<file path="src/logic/bgd_pkg.sv">
// Purpose: Shared constants and types of the power stage controller.
// Assumes: One clock at 20 MHz; all times are converted to cycles here.
// Notes:   The counter width covers the longest wait used by the controller.
`default_nettype none

package bgd_pkg;

	// ==========================================================
	// Clock and conversion
	localparam int unsigned CLK_PERIOD_NS = 50;

	// Least times round up, and no wait is shorter than one cycle.
	function automatic int unsigned cyc_up(input int unsigned t_ns);
		int unsigned c;
		c = (t_ns + CLK_PERIOD_NS - 1) / CLK_PERIOD_NS;
		return (c == 0) ? 1 : c;
	endfunction

	// ==========================================================
	// Power stage timing
	localparam int unsigned T_TS_HOLDOFF_NS = 150;
	localparam int unsigned T_TS_EXIT_NS    = 45;
	localparam int unsigned T_SHUTDOWN_NS   = 2500;
	localparam int unsigned T_ENABLE_NS     = 5000;

	localparam int unsigned CNT_W = 8;
	typedef logic [CNT_W-1:0] bgd_cnt_t;

	localparam bgd_cnt_t HOLDOFF_CNT  = bgd_cnt_t'(cyc_up(T_TS_HOLDOFF_NS));
	localparam bgd_cnt_t TS_EXIT_CNT  = bgd_cnt_t'(cyc_up(T_TS_EXIT_NS));
	localparam bgd_cnt_t SHUTDOWN_CNT = bgd_cnt_t'(cyc_up(T_SHUTDOWN_NS));
	localparam bgd_cnt_t ENABLE_CNT   = bgd_cnt_t'(cyc_up(T_ENABLE_NS));

	// ==========================================================
	// Pulse generator
	localparam int unsigned DUTY_W = 8;
	typedef logic [DUTY_W-1:0] bgd_duty_t;
	// 200 cycles give a 100 kHz switching period.
	localparam bgd_duty_t PWM_PERIOD      = 8'hC8;
	localparam bgd_duty_t PWM_LAST        = 8'hC7;
	// Switching periods per soft-start duty step.
	localparam bgd_duty_t SS_STEP_PERIODS = 8'h04;
	localparam bgd_duty_t DUTY_ONE        = 8'h01;
	localparam bgd_cnt_t  CNT_ONE         = 8'h01;

	// ==========================================================
	// Controller states
	typedef enum logic [2:0] {
		ST_OFF,
		ST_ENTER,
		ST_WAKE,
		ST_RUN,
		ST_PARK,
		ST_EXIT
	} bgd_state_e;

endpackage

`default_nettype wire

</file>
<file path="src/logic/bgd_pwm.sv">
// Purpose: Switching-period pulse generator with soft-start duty ramp.
// Assumes: run and duty_tgt come from logic on the same clock.
// Notes:   Duty is in cycles of a fixed period and clamps at the period.
`default_nettype none

module bgd_pwm
	import bgd_pkg::*;
(
	// Clock and reset
	input  wire logic      clk,
	input  wire logic      rst_n,
	// Control
	input  wire logic      run,
	input  wire bgd_duty_t duty_tgt,
	// Result
	output var  logic      pwm_hi,
	output var  bgd_duty_t duty_cur
);

	bgd_duty_t per_q;
	bgd_duty_t step_q;
	bgd_duty_t duty_q;
	logic      hi_q;

	wire bgd_duty_t tgt_c    = (duty_tgt > PWM_PERIOD) ? PWM_PERIOD : duty_tgt;
	wire logic      wrap     = (per_q == PWM_LAST);
	wire logic      step_end = wrap && (step_q == SS_STEP_PERIODS - DUTY_ONE);

	// ==========================================================
	// Period counter and ramp
	// A drop in target is taken at once; only rising duty is ramped,
	// since in-rush only occurs while the output is charging.
	always_ff @(posedge clk or negedge rst_n) begin
		if (!rst_n) begin
			per_q  <= '0;
			step_q <= '0;
			duty_q <= '0;
		end else if (!run) begin
			per_q  <= '0;
			step_q <= '0;
			duty_q <= '0;
		end else begin
			per_q  <= wrap ? '0 : per_q + DUTY_ONE;
			step_q <= step_end ? '0 : (wrap ? step_q + DUTY_ONE : step_q);
			if (tgt_c < duty_q)
				duty_q <= tgt_c;
			else if (step_end && duty_q < tgt_c)
				duty_q <= duty_q + DUTY_ONE;
		end
	end

	always_ff @(posedge clk or negedge rst_n) begin
		if (!rst_n)
			hi_q <= 1'b0;
		else
			hi_q <= run && (per_q < duty_q);
	end

	assign pwm_hi   = hi_q;
	assign duty_cur = duty_q;

endmodule

`default_nettype wire

</file>
<file path="src/logic/bgd_ctrl.sv">
// Purpose: Controller that drives a buck power stage through its three-level
//          pulse-width pin and three-level mode-select pin.
// Assumes: Pins are split into level and drive enable; SUPPLY_OK and
//          OVERCURRENT are asynchronous pins; EN, CONTINUOUS_MODE and DUTY
//          come from logic on the same clock.
// Notes:   A released pin (enable low) is the high-impedance level.
//
// Contract
// - Controller applies device supply before driving pulses on PWM.
// - Releasing mode-select to tri-state re-enters shutdown after 2.5 us.
// - Controller ramps duty through a soft start at power-up.
// - Controller does all monitoring and protection beyond lockout.
`default_nettype none

module bgd_ctrl
	import bgd_pkg::*;
(
	// Clock and reset
	input  wire logic      CLK,
	input  wire logic      RST_N,
	// User command port
	input  wire logic      EN,
	input  wire logic      CONTINUOUS_MODE,
	input  wire bgd_duty_t DUTY,
	// Monitoring pins
	input  wire logic      SUPPLY_OK,
	input  wire logic      OVERCURRENT,
	// Pulse-width pin
	output var  logic      PWM_O,
	output var  logic      PWM_OE,
	// Mode-select pin
	output var  logic      MODE_O,
	output var  logic      MODE_OE,
	// Status
	output var  logic      RUNNING,
	output var  logic      FAULT
);

	// ==========================================================
	// Pin synchronisers
	logic sup_s1_q;
	logic sup_s2_q;
	logic oc_s1_q;
	logic oc_s2_q;

	always_ff @(posedge CLK or negedge RST_N) begin
		if (!RST_N) begin
			sup_s1_q <= 1'b0;
			sup_s2_q <= 1'b0;
			oc_s1_q  <= 1'b0;
			oc_s2_q  <= 1'b0;
		end else begin
			sup_s1_q <= SUPPLY_OK;
			sup_s2_q <= sup_s1_q;
			oc_s1_q  <= OVERCURRENT;
			oc_s2_q  <= oc_s1_q;
		end
	end

	// ==========================================================
	// Sequencer state
	bgd_state_e state_q;
	bgd_state_e state_d;
	bgd_cnt_t   cnt_q;
	bgd_cnt_t   cnt_d;
	logic       fault_q;
	logic       pwm_o_q;
	logic       pwm_oe_q;
	logic       mode_o_q;
	logic       mode_oe_q;
	logic       run_q;
	logic       pwm_hi;
	bgd_duty_t  duty_cur;

	// overcurrent latch
	// Set wins over the clear, so a trip during EN low sets FAULT, but it clears again once OVERCURRENT falls.
	wire logic fault_d  = oc_s2_q || (fault_q && EN);
	wire logic stop     = !EN || !sup_s2_q || oc_s2_q || fault_q;
	wire logic cnt_done = (cnt_q == CNT_ONE);
	wire logic drive_md = (state_d != ST_OFF) && (state_d != ST_EXIT);

	always_comb begin
		state_d = state_q;
		cnt_d   = (cnt_q > CNT_ONE) ? cnt_q - CNT_ONE : cnt_q;
		unique case (state_q)
			ST_OFF: begin
				if (!stop) begin
					state_d = ST_ENTER;
					cnt_d   = ENABLE_CNT;
				end
			end
			ST_ENTER: begin
				if (stop) begin
					state_d = ST_EXIT;
					cnt_d   = SHUTDOWN_CNT;
				end else if (cnt_done) begin
					state_d = ST_WAKE;
					cnt_d   = TS_EXIT_CNT;
				end
			end
			ST_WAKE: begin
				if (stop) begin
					state_d = ST_PARK;
					cnt_d   = HOLDOFF_CNT;
				end else if (cnt_done)
					state_d = ST_RUN;
			end
			ST_RUN: begin
				if (stop) begin
					state_d = ST_PARK;
					cnt_d   = HOLDOFF_CNT;
				end
			end
			ST_PARK: begin
				if (cnt_done) begin
					state_d = ST_EXIT;
					cnt_d   = SHUTDOWN_CNT;
				end
			end
			ST_EXIT: begin
				if (cnt_done)
					state_d = ST_OFF;
			end
		endcase
	end

	always_ff @(posedge CLK or negedge RST_N) begin
		if (!RST_N) begin
			state_q <= ST_OFF;
			cnt_q   <= '0;
			fault_q <= 1'b0;
		end else begin
			state_q <= state_d;
			cnt_q   <= cnt_d;
			fault_q <= fault_d;
		end
	end

	// ==========================================================
	// Pin drive
	// PWM is driven low while waking so the stage sees a clean exit from
	// tri-state before the first pulse arrives.
	wire logic drive_pwm = (state_d == ST_WAKE) || (state_d == ST_RUN);
	wire logic pulse_on  = (state_d == ST_RUN);

	bgd_pwm u_pwm (
		.clk      (CLK),
		.rst_n    (RST_N),
		.run      (run_q),
		.duty_tgt (DUTY),
		.pwm_hi   (pwm_hi),
		.duty_cur (duty_cur)
	);

	always_ff @(posedge CLK or negedge RST_N) begin
		if (!RST_N) begin
			pwm_o_q   <= 1'b0;
			pwm_oe_q  <= 1'b0;
			mode_o_q  <= 1'b0;
			mode_oe_q <= 1'b0;
			run_q     <= 1'b0;
		end else begin
			pwm_o_q   <= pulse_on && pwm_hi;
			pwm_oe_q  <= drive_pwm;
			mode_o_q  <= CONTINUOUS_MODE;
			mode_oe_q <= drive_md;
			run_q     <= pulse_on;
		end
	end

	assign PWM_O   = pwm_o_q;
	assign PWM_OE  = pwm_oe_q;
	assign MODE_O  = mode_o_q;
	assign MODE_OE = mode_oe_q;
	assign RUNNING = run_q;
	assign FAULT   = fault_q;
endmodule

`default_nettype wire

</file>
<file path="config.mk">
export PLATFORM = sky130hd
export DESIGN_NAME = bgd_ctrl
export DESIGN_NICKNAME = d
export VERILOG_FILES = /design/src/logic/bgd_pkg.sv /design/src/logic/bgd_pwm.sv /design/src/logic/bgd_ctrl.sv
export SDC_FILE = /design/constraint.sdc
export NUM_CORES = 1
export LEC_CHECK = 0
export BUFFER_PORTS_ARGS = -buffer_cell sky130_fd_sc_hd__buf_2
export CORE_MARGIN = 3
export CORE_UTILIZATION = 50
export CTS_CLUSTER_SIZE = 28
export DETAILED_ROUTE_END_ITERATION = 16
export PLACE_DENSITY = 0.68
export SYNTH_ARGS = -nofsm -noshare
export SYNTH_HDL_FRONTEND = slang
export SYNTH_SLANG_ARGS = --single-unit
</file>
<file path="constraint.sdc">
create_clock -name CLK -period 2.2 [get_ports CLK]
set_input_delay 0.22 -clock CLK [delete_from_list [all_inputs] [get_ports CLK]]
set_output_delay 0.22 -clock CLK [all_outputs]
set_load 0.03 [all_outputs]
</file>
==> impl_results.md, run 1 <==
* Clock Skews at 0.00781 ns
* Post-synthesis register bit count at 46
* Sequential Power Share at 59.1%
* Max Cap Violations at 0
* Worst VDD drop at around 260 µV
* Overall Power at approximately 1.4 mW
* Worst setup EP type: register
* Hold Fails Final Rpt at 0
* WP buf/inv at 0
* Worst setup path end: u_pwm.duty_cur[2]$_DFFE_PN0P_
* Count of different cell masters after synthesis at 53
* DRT iter0 DRCs at 69
* Worst reg2reg path depth at 6
* Via/cell ratio at 5.78
* Total global-route track usage at between 10% and 20%
* RD Place Congestion at about 0.79
* WP depth at 6
* Commonest non-fill, non-tap cells in the layout: dfrtp_1, nor2_1, nand2_1
* TritonCTS Sinks at 46
* Worst Max-Slew Pin Slew at 0.867 ns
* Antenna Cells at 0
* Post-CTS Hold Buffers at 0
* GR Overflow Total at 0
* Clk root buf: clkbuf_8
* Final Instance Count excl. Fillers at ~400
* HPWL Detailed at roughly 4300 µm
* Crit path largest cell delay at 0.67 ns
* Top FF cell, synth: dfrtp_1
* Worst setup SP type: register
* CTS tree: done
* Crit Path Max Fanout at 6
* Rows at 26
* Switching power at 0.339 mW
* Top delay family on crit path: simple AND/OR/NAND/NOR gates
* FF-to-FF setup slack at between 0.04 and 0.05 ns
* Setup-failing EPs final at 0
* Vias in the first global route at ~2200
* Clock share of power at between 30 and 40%
* DR WL/cell at 15.0 µm
* Hold WC Path Type: primary input to register
* Full die area at 6670 µm²
* Sequential fraction of the synthesis area at 40.2%
* RSZ-0062 raised after global routing: true
* Fin crit period at 2.15 ns
* Largest net degree at the start of global routing at 40
* Share of cells above drive strength 1 at roughly 17%
* Worst slack, placed at -0.116 ns
* Core area at 5340 µm²
* Syn-to-layout area delta at 13.6%
* Critical-path top delay cell: or4_4
* Placed cells at 390
* Synth Cell Area at between 2000 and 3000 µm²
* Num ports at 20
* Async SR Flop Fraction at 100%
* Post-synth EDFFs at 0
* Critical path launch point: u_pwm.per_q[0]$_DFF_PN0_
* Pwr/cell area at roughly 440 nW/µm²
* Slew headroom at approximately 42%
* Fmax at roughly 460 MHz
* PortBufs at 19
* Critical Path RT at ~2.4 ns
* ANT nets after route at 0
* Worst flop-to-flop path endpoint: u_pwm.duty_cur[2]$_DFFE_PN0P_
* First-pass GRT wire length at 9980 µm
* Gate Count Post-Synth at 300
* Mapped Avg Cell Area at approximately 9.6 µm²
* Drt pass-1 iters at 4
* Synthesis Warnings at 0
* H-tree depth at 2
* Final Core Density at between 60 and 70%
* Crit path cell chain: ha_4 > nand4_2 > or4_4 > nor4b_2 > xnor2_1 > a21oi_1
* Reg2reg start: u_pwm.per_q[0]$_DFF_PN0_
* CTS Buffer Depth at 2
* Initial antenna violation count at 0
* Sw Share at 23.5%
* Clk slew on worst S/H paths at 0.08 ns
* Final clock period utilization by the worst path at between 90% and 100%
* Hold Slack at around 0.023 ns
* Die span in y at ~80 µm
* Setup ws final at between 0.04 and 0.05 ns
* Syn Nets at 334
* Routed wire length at roughly 6000 µm
* Leak at roughly 1.4 nW
* Initial core utilization at 53.7%
* Critical path data arrival time at 2.32 ns
* Clk Latency, worst-skew pair at between 0.2 and 0.3 ns
* Setup CP Type: register to register
* CTS Buf Count at 5
* Remaining DRCs at 0
* Status: finished clean
* Total number of vias at 2300
* Logic pwr share at 7.1%
* DIE WIDTH at 81.7 µm
* Commonest non-fill, non-tap cell in the layout: dfrtp_1
* Pint at 1.11 mW
* Max-slew violations at 0
* Nets@finish at roughly 360
-- worst min-delay path by stage --
stage | slack [ns] | startpoint | cells after the start | to
detailed placement | 0.33 | OVERCURRENT | 1 | oc_s1_q$_DFF_PN0_
CTS | 0.01 | OVERCURRENT | 1 | oc_s1_q$_DFF_PN0_
global placement | 0.33 | OVERCURRENT | 1 | oc_s1_q$_DFF_PN0_
floorplan | -0.08 | RST_N | 0 | FAULT$_DFF_PN0_
global route | 0.003 | SUPPLY_OK | 1 | sup_s1_q$_DFF_PN0_
finish | 0.02 | OVERCURRENT | 1 | oc_s1_q$_DFF_PN0_
-- power by group through the flow --
| stage | combinational, mW | sequential, mW | clock (mW) |
|---|---|---|---|
| 2_1_floorplan | 0.0390 | 0.875 | 0 |
| 3_3_place_gp | 0.0967 | 0.870 | 0 |
| 3_5_place_dp | 0.0987 | 0.870 | 0 |
| 4_1_cts | 0.0990 | 0.854 | 0.510 |
| 5_1_grt | 0.116 | 0.855 | 0.545 |
| 6_report | 0.102 | 0.853 | 0.489 |
-- timing repair --
action                                  4_1_cts  5_1_grt
buffers inserted                              0        0
endpoints found under the setup margin        0        8
resized for setup                             0       12
-- cells by family after synthesis --
logic type               share of synthesized area, %
adder cells (fa/ha/maj)                          8.73
AO/OA/AOI/OAI                                    14.2
buffers and inverters                            3.41
multiplexers                                     2.14
flip-flops                                       40.2
AND/OR/NAND/NOR                                  24.3
XOR/XNOR                                         7.03
-- synthesized netlist by cell type (2+ instances only) --
cell type,instances,area share (%)
dfrtp_1,46,40
nor2_1,28,3.7
nand2_1,21,2.8
ha_1,20,8.7
a21oi_1,19,3.3
xnor2_1,13,4.0
nand3_1,12,2.1
clkbuf_1,11,1.4
inv_1,11,1.4
xor2_1,10,3.1
and2_1,9,2.0
o41ai_1,8,2.4
nand4_1,7,1.5
nor3_1,7,1.2
o21ai_1,7,1.2
and3_1,6,1.3
o21ai_0,6,1.0
mux2i_1,5,1.7
nor2b_1,5,1.1
a21o_1,4,1.0
nor4_2,4,1.7
o211ai_1,3,0.79
a211oi_1,2,0.52
nand2b_1,2,0.44
nor4_1,2,0.44
nor4_4,2,1.5
o311ai_1,2,0.61
or3_1,2,0.44
or4_1,2,0.52
-- layout make-up --
cell class | instances | area (µm²)
Tap cell | 70 | 87.6
Multi-Input combinational cell | 231 | 1700
Clock inverter | 2 | 10.0
Fill cell | 478 | 2080
Sequential cell | 46 | 1150
Inverter | 11 | 41.3
Timing Repair Buffer | 33 | 200
Clock buffer | 5 | 68.8
-- through the flow --
step	TNS, ns	area [µm²]
after floorplan	0	2870
after global placement	-0.949	3100
after detailed placement	-0.780	3100
after CTS	0	3180
after global routing	-0.0809	3250
final	0	3250
-- registers in the layout (all words and copies together) (netlist names) --
| name | cells |
|---|---|
| u_pwm.step_q | 8 |
| sup_s2_q | 1 |
| oc_s1_q | 1 |
| PWM_O | 1 |
| cnt_q | 8 |
| u_pwm.per_q | 8 |
| MODE_OE | 1 |
| FAULT | 1 |
| sup_s1_q | 1 |
| state_q | 3 |
| oc_s2_q | 1 |
| u_pwm.pwm_hi | 1 |
| MODE_O | 1 |
| RUNNING | 1 |
| PWM_OE | 1 |
| u_pwm.duty_cur | 8 |
-- per-layer routing --
metal	up-vias	part of all wire [%]	global-route usage (%)	wire [µm]
li1	1150	-	-	-
met1	1096	46	25.7	2780
met2	52	49	32.6	2950
met3	2	4.0	3.95	242
met4	0	0.32	3.99	19
met5	-	0	0	0
Power figures use the tool's default switching activity.
==> inputs of run 2 (changes only) <==
--- a/config.mk
+++ b/config.mk
@@ -9,6 +9,5 @@
 export CORE_MARGIN = 3
-export CORE_UTILIZATION = 50
+export CORE_UTILIZATION = 30
 export CTS_CLUSTER_SIZE = 28
 export DETAILED_ROUTE_END_ITERATION = 16
-export PLACE_DENSITY = 0.68
 export SYNTH_ARGS = -nofsm -noshare
==> constraint.sdc (replaced) <==
create_clock -name CLK -period 2.2 [get_ports CLK]
set_input_delay 0.33 -clock CLK [delete_from_list [all_inputs] [get_ports CLK]]
set_output_delay 0.33 -clock CLK [all_outputs]
set_load 0.03 [all_outputs]
==> impl_results.md, run 2 (synthesis gave the netlist of run 1 again) <==
* ANT nets after route at 0 (unchanged)
* HPWL Detailed at 4770 µm (+12%)
* Routed wire length at 6160 µm (+2.9%)
* Final Instance Count excl. Fillers at 471 (+18%)
* Worst setup SP type: primary input
* Clk slew on worst S/H paths at 0.09 ns (about the same)
* Post-CTS Setup Bufs at 0 (unchanged)
* First-pass GRT wire length at 11100 µm (+11%)
* Hold Slack at 0.104 ns (+0.0808 ns)
* Hold Fails Final Rpt at 0 (unchanged)
* Syn-to-layout area delta at 19.5%
* CTS tree: done
* Pwr/cell area at 432 nW/µm² (-2.7%)
* DIE WIDTH at 104 µm (+27%)
* Worst setup EP type: register
* Full die area at 10800 µm² (+61%)
* CTS Buf Count at 5 (unchanged)
* Commonest non-fill, non-tap cell in the layout: dfrtp_1
* Nets@finish at 375 (+3.6%)
* Initial antenna violation count at 0 (unchanged)
* DRT iter0 DRCs at 62 (-10%)
* PortBufs at 19 (unchanged)
* RD Place Congestion at 0.811 (+2.5%)
* Clock Skews at 0.0142 ns (+0.00639 ns)
* Largest net degree at the start of global routing at 34 (-15%)
* Placed cells at 463 (+19%)
* Post-CTS Hold Buffers at 0 (unchanged)
* Post-Route Setup TNS at 0 ns (unchanged)
* Share of cells above drive strength 1 at 22.2% (+4.8 points)
* Num ports at 20 (unchanged)
* TritonCTS Sinks at 46 (unchanged)
* Critical path data arrival time at 2.24 ns (-0.08 ns)
* Slew headroom at 48.3% (+6.1 points)
* RSZ-0062 raised after global routing: false
* Worst VDD drop at 226 µV (-13%)
* Status: finished clean
* Total global-route track usage at 12.1% (-7.1 points)
* Die span in y at 104 µm (+27%)
* Drt pass-1 iters at 4 (unchanged)
* GR Overflow Total at 0 (unchanged)
* Max Cap Violations at 0 (unchanged)
* Antenna Cells at 0 (unchanged)
* CTS Buffer Depth at 2 (unchanged)
* Hold WC Path Type: primary input to async pin
* Max-slew violations at 0 (unchanged)
* Total number of vias at 2309 (+0.39%)
* Fmax at 483 MHz (+3.9%)
* Crit Path Max Fanout at 8 (+2)
* Leak at 1.46 nW (+5.4%)
* Critical Path RT at 2.37 ns (about the same)
* Commonest non-fill, non-tap cells in the layout: dfrtp_1, buf_4, nor2_1
* Remaining DRCs at 0 (unchanged)
* Setup ws final at 0.129 ns (+0.0812 ns)
* Clk Latency, worst-skew pair at 0.29 ns (about the same)
* Worst Max-Slew Pin Slew at 0.776 ns (-0.0910 ns)
* Fin crit period at 2.07 ns (-0.0812 ns)
* Initial core utilization at 31.0% (-23 points)
* Rows at 35 (+35%)
* H-tree depth at 2 (unchanged)
* Worst slack, placed at -0.263 ns (-0.147 ns)
* Setup-failing EPs final at 0 (unchanged)
* DR WL/cell at 13.1 µm (-13%)
* Clk root buf: clkbuf_8
* Core area at 9240 µm² (+73%)
* Worst reg2reg path depth at 6 (unchanged)
* Setup CP Type: primary input to register
* Via/cell ratio at 4.90 (-15%)
* Final clock period utilization by the worst path at 94.1% (-3.7 points)
* Vias in the first global route at 2337 (+8.0%)
[run 2: cell types whose count changed in the layout (fill, tap and decap cells not counted), sizes merged]
cell    delta
clkbuf     +1
buf       +14
or4        -1
[run 2: worst paths after layout]
path                                           from                       endpoint  slack (ns)
max in group asynchronous                     RST_N  u_pwm.duty_cur[4]$_DFFE_PN0P_        1.48
min reg2reg                      sup_s1_q$_DFF_PN0_             sup_s2_q$_DFF_PN0_        0.35
min in group CLK                    CONTINUOUS_MODE               MODE_O$_DFF_PN0_        0.14
max                                         DUTY[4]  u_pwm.duty_cur[3]$_DFFE_PN0P_        0.13
max reg2reg                u_pwm.per_q[0]$_DFF_PN0_  u_pwm.duty_cur[3]$_DFFE_PN0P_        0.16
min                                           RST_N               PWM_OE$_DFF_PN0_        0.10
[run 2: where the power goes]
part	total [mW]	internal (mW)	switching [mW]
combinational	0.120	0.0530	0.0666
sequential	0.854	0.851	0.00290
clock	0.505	0.225	0.281
total	1.48	1.13	0.350
[run 2: cell type report]
| cell class | count | area, µm² |
|---|---|---|
| clock buffers | 6 | 72.6 |
| inverters | 11 | 41.3 |
| clock inverters | 2 | 13.8 |
| fillers | 924 | 5820 |
| multi-input cells | 230 | 1680 |
| repair buffers | 47 | 305 |
| well taps | 129 | 161 |
| flip-flops and latches | 46 | 1150 |
[run 2: through the flow]
| stage | cell area [µm²] | utilization [%] | power, mW |
|---|---|---|---|
| global placement | 3290 | 35.6 | 0.983 |
| CTS | 3380 | 36.5 | 1.50 |
| global route | 3420 | 37.1 | 1.56 |
| finish | 3420 | 37.1 | 1.48 |
| detailed placement | 3290 | 35.6 | 0.987 |
| floorplan | 2880 | - | 0.915 |
[run 2: layer usage]
layer	routed length (µm)	GRT usage, %	vias up
met5	0	0	-
met4	102	2.94	0
met3	178	2.31	10
met2	2970	20.0	31
met1	2910	16.6	1097
li1	-	-	1171
[run 2: worst max-delay path, cell delays in order]
cell,delay [ns]
buf_2,0.11
o311ai_2,0.37
and2_1,0.21
ha_1,0.24
nor2b_1,0.14
o211ai_1,0.18
a21oi_2,0.08
buf_4,0.17
o41ai_2,0.34
a21oi_1,0.08
[run 2: timing repair]
action                                  in CTS  in global routing
endpoints found under the setup margin       4                 12
resized for setup                            1                  8
cloned                                       0                  0
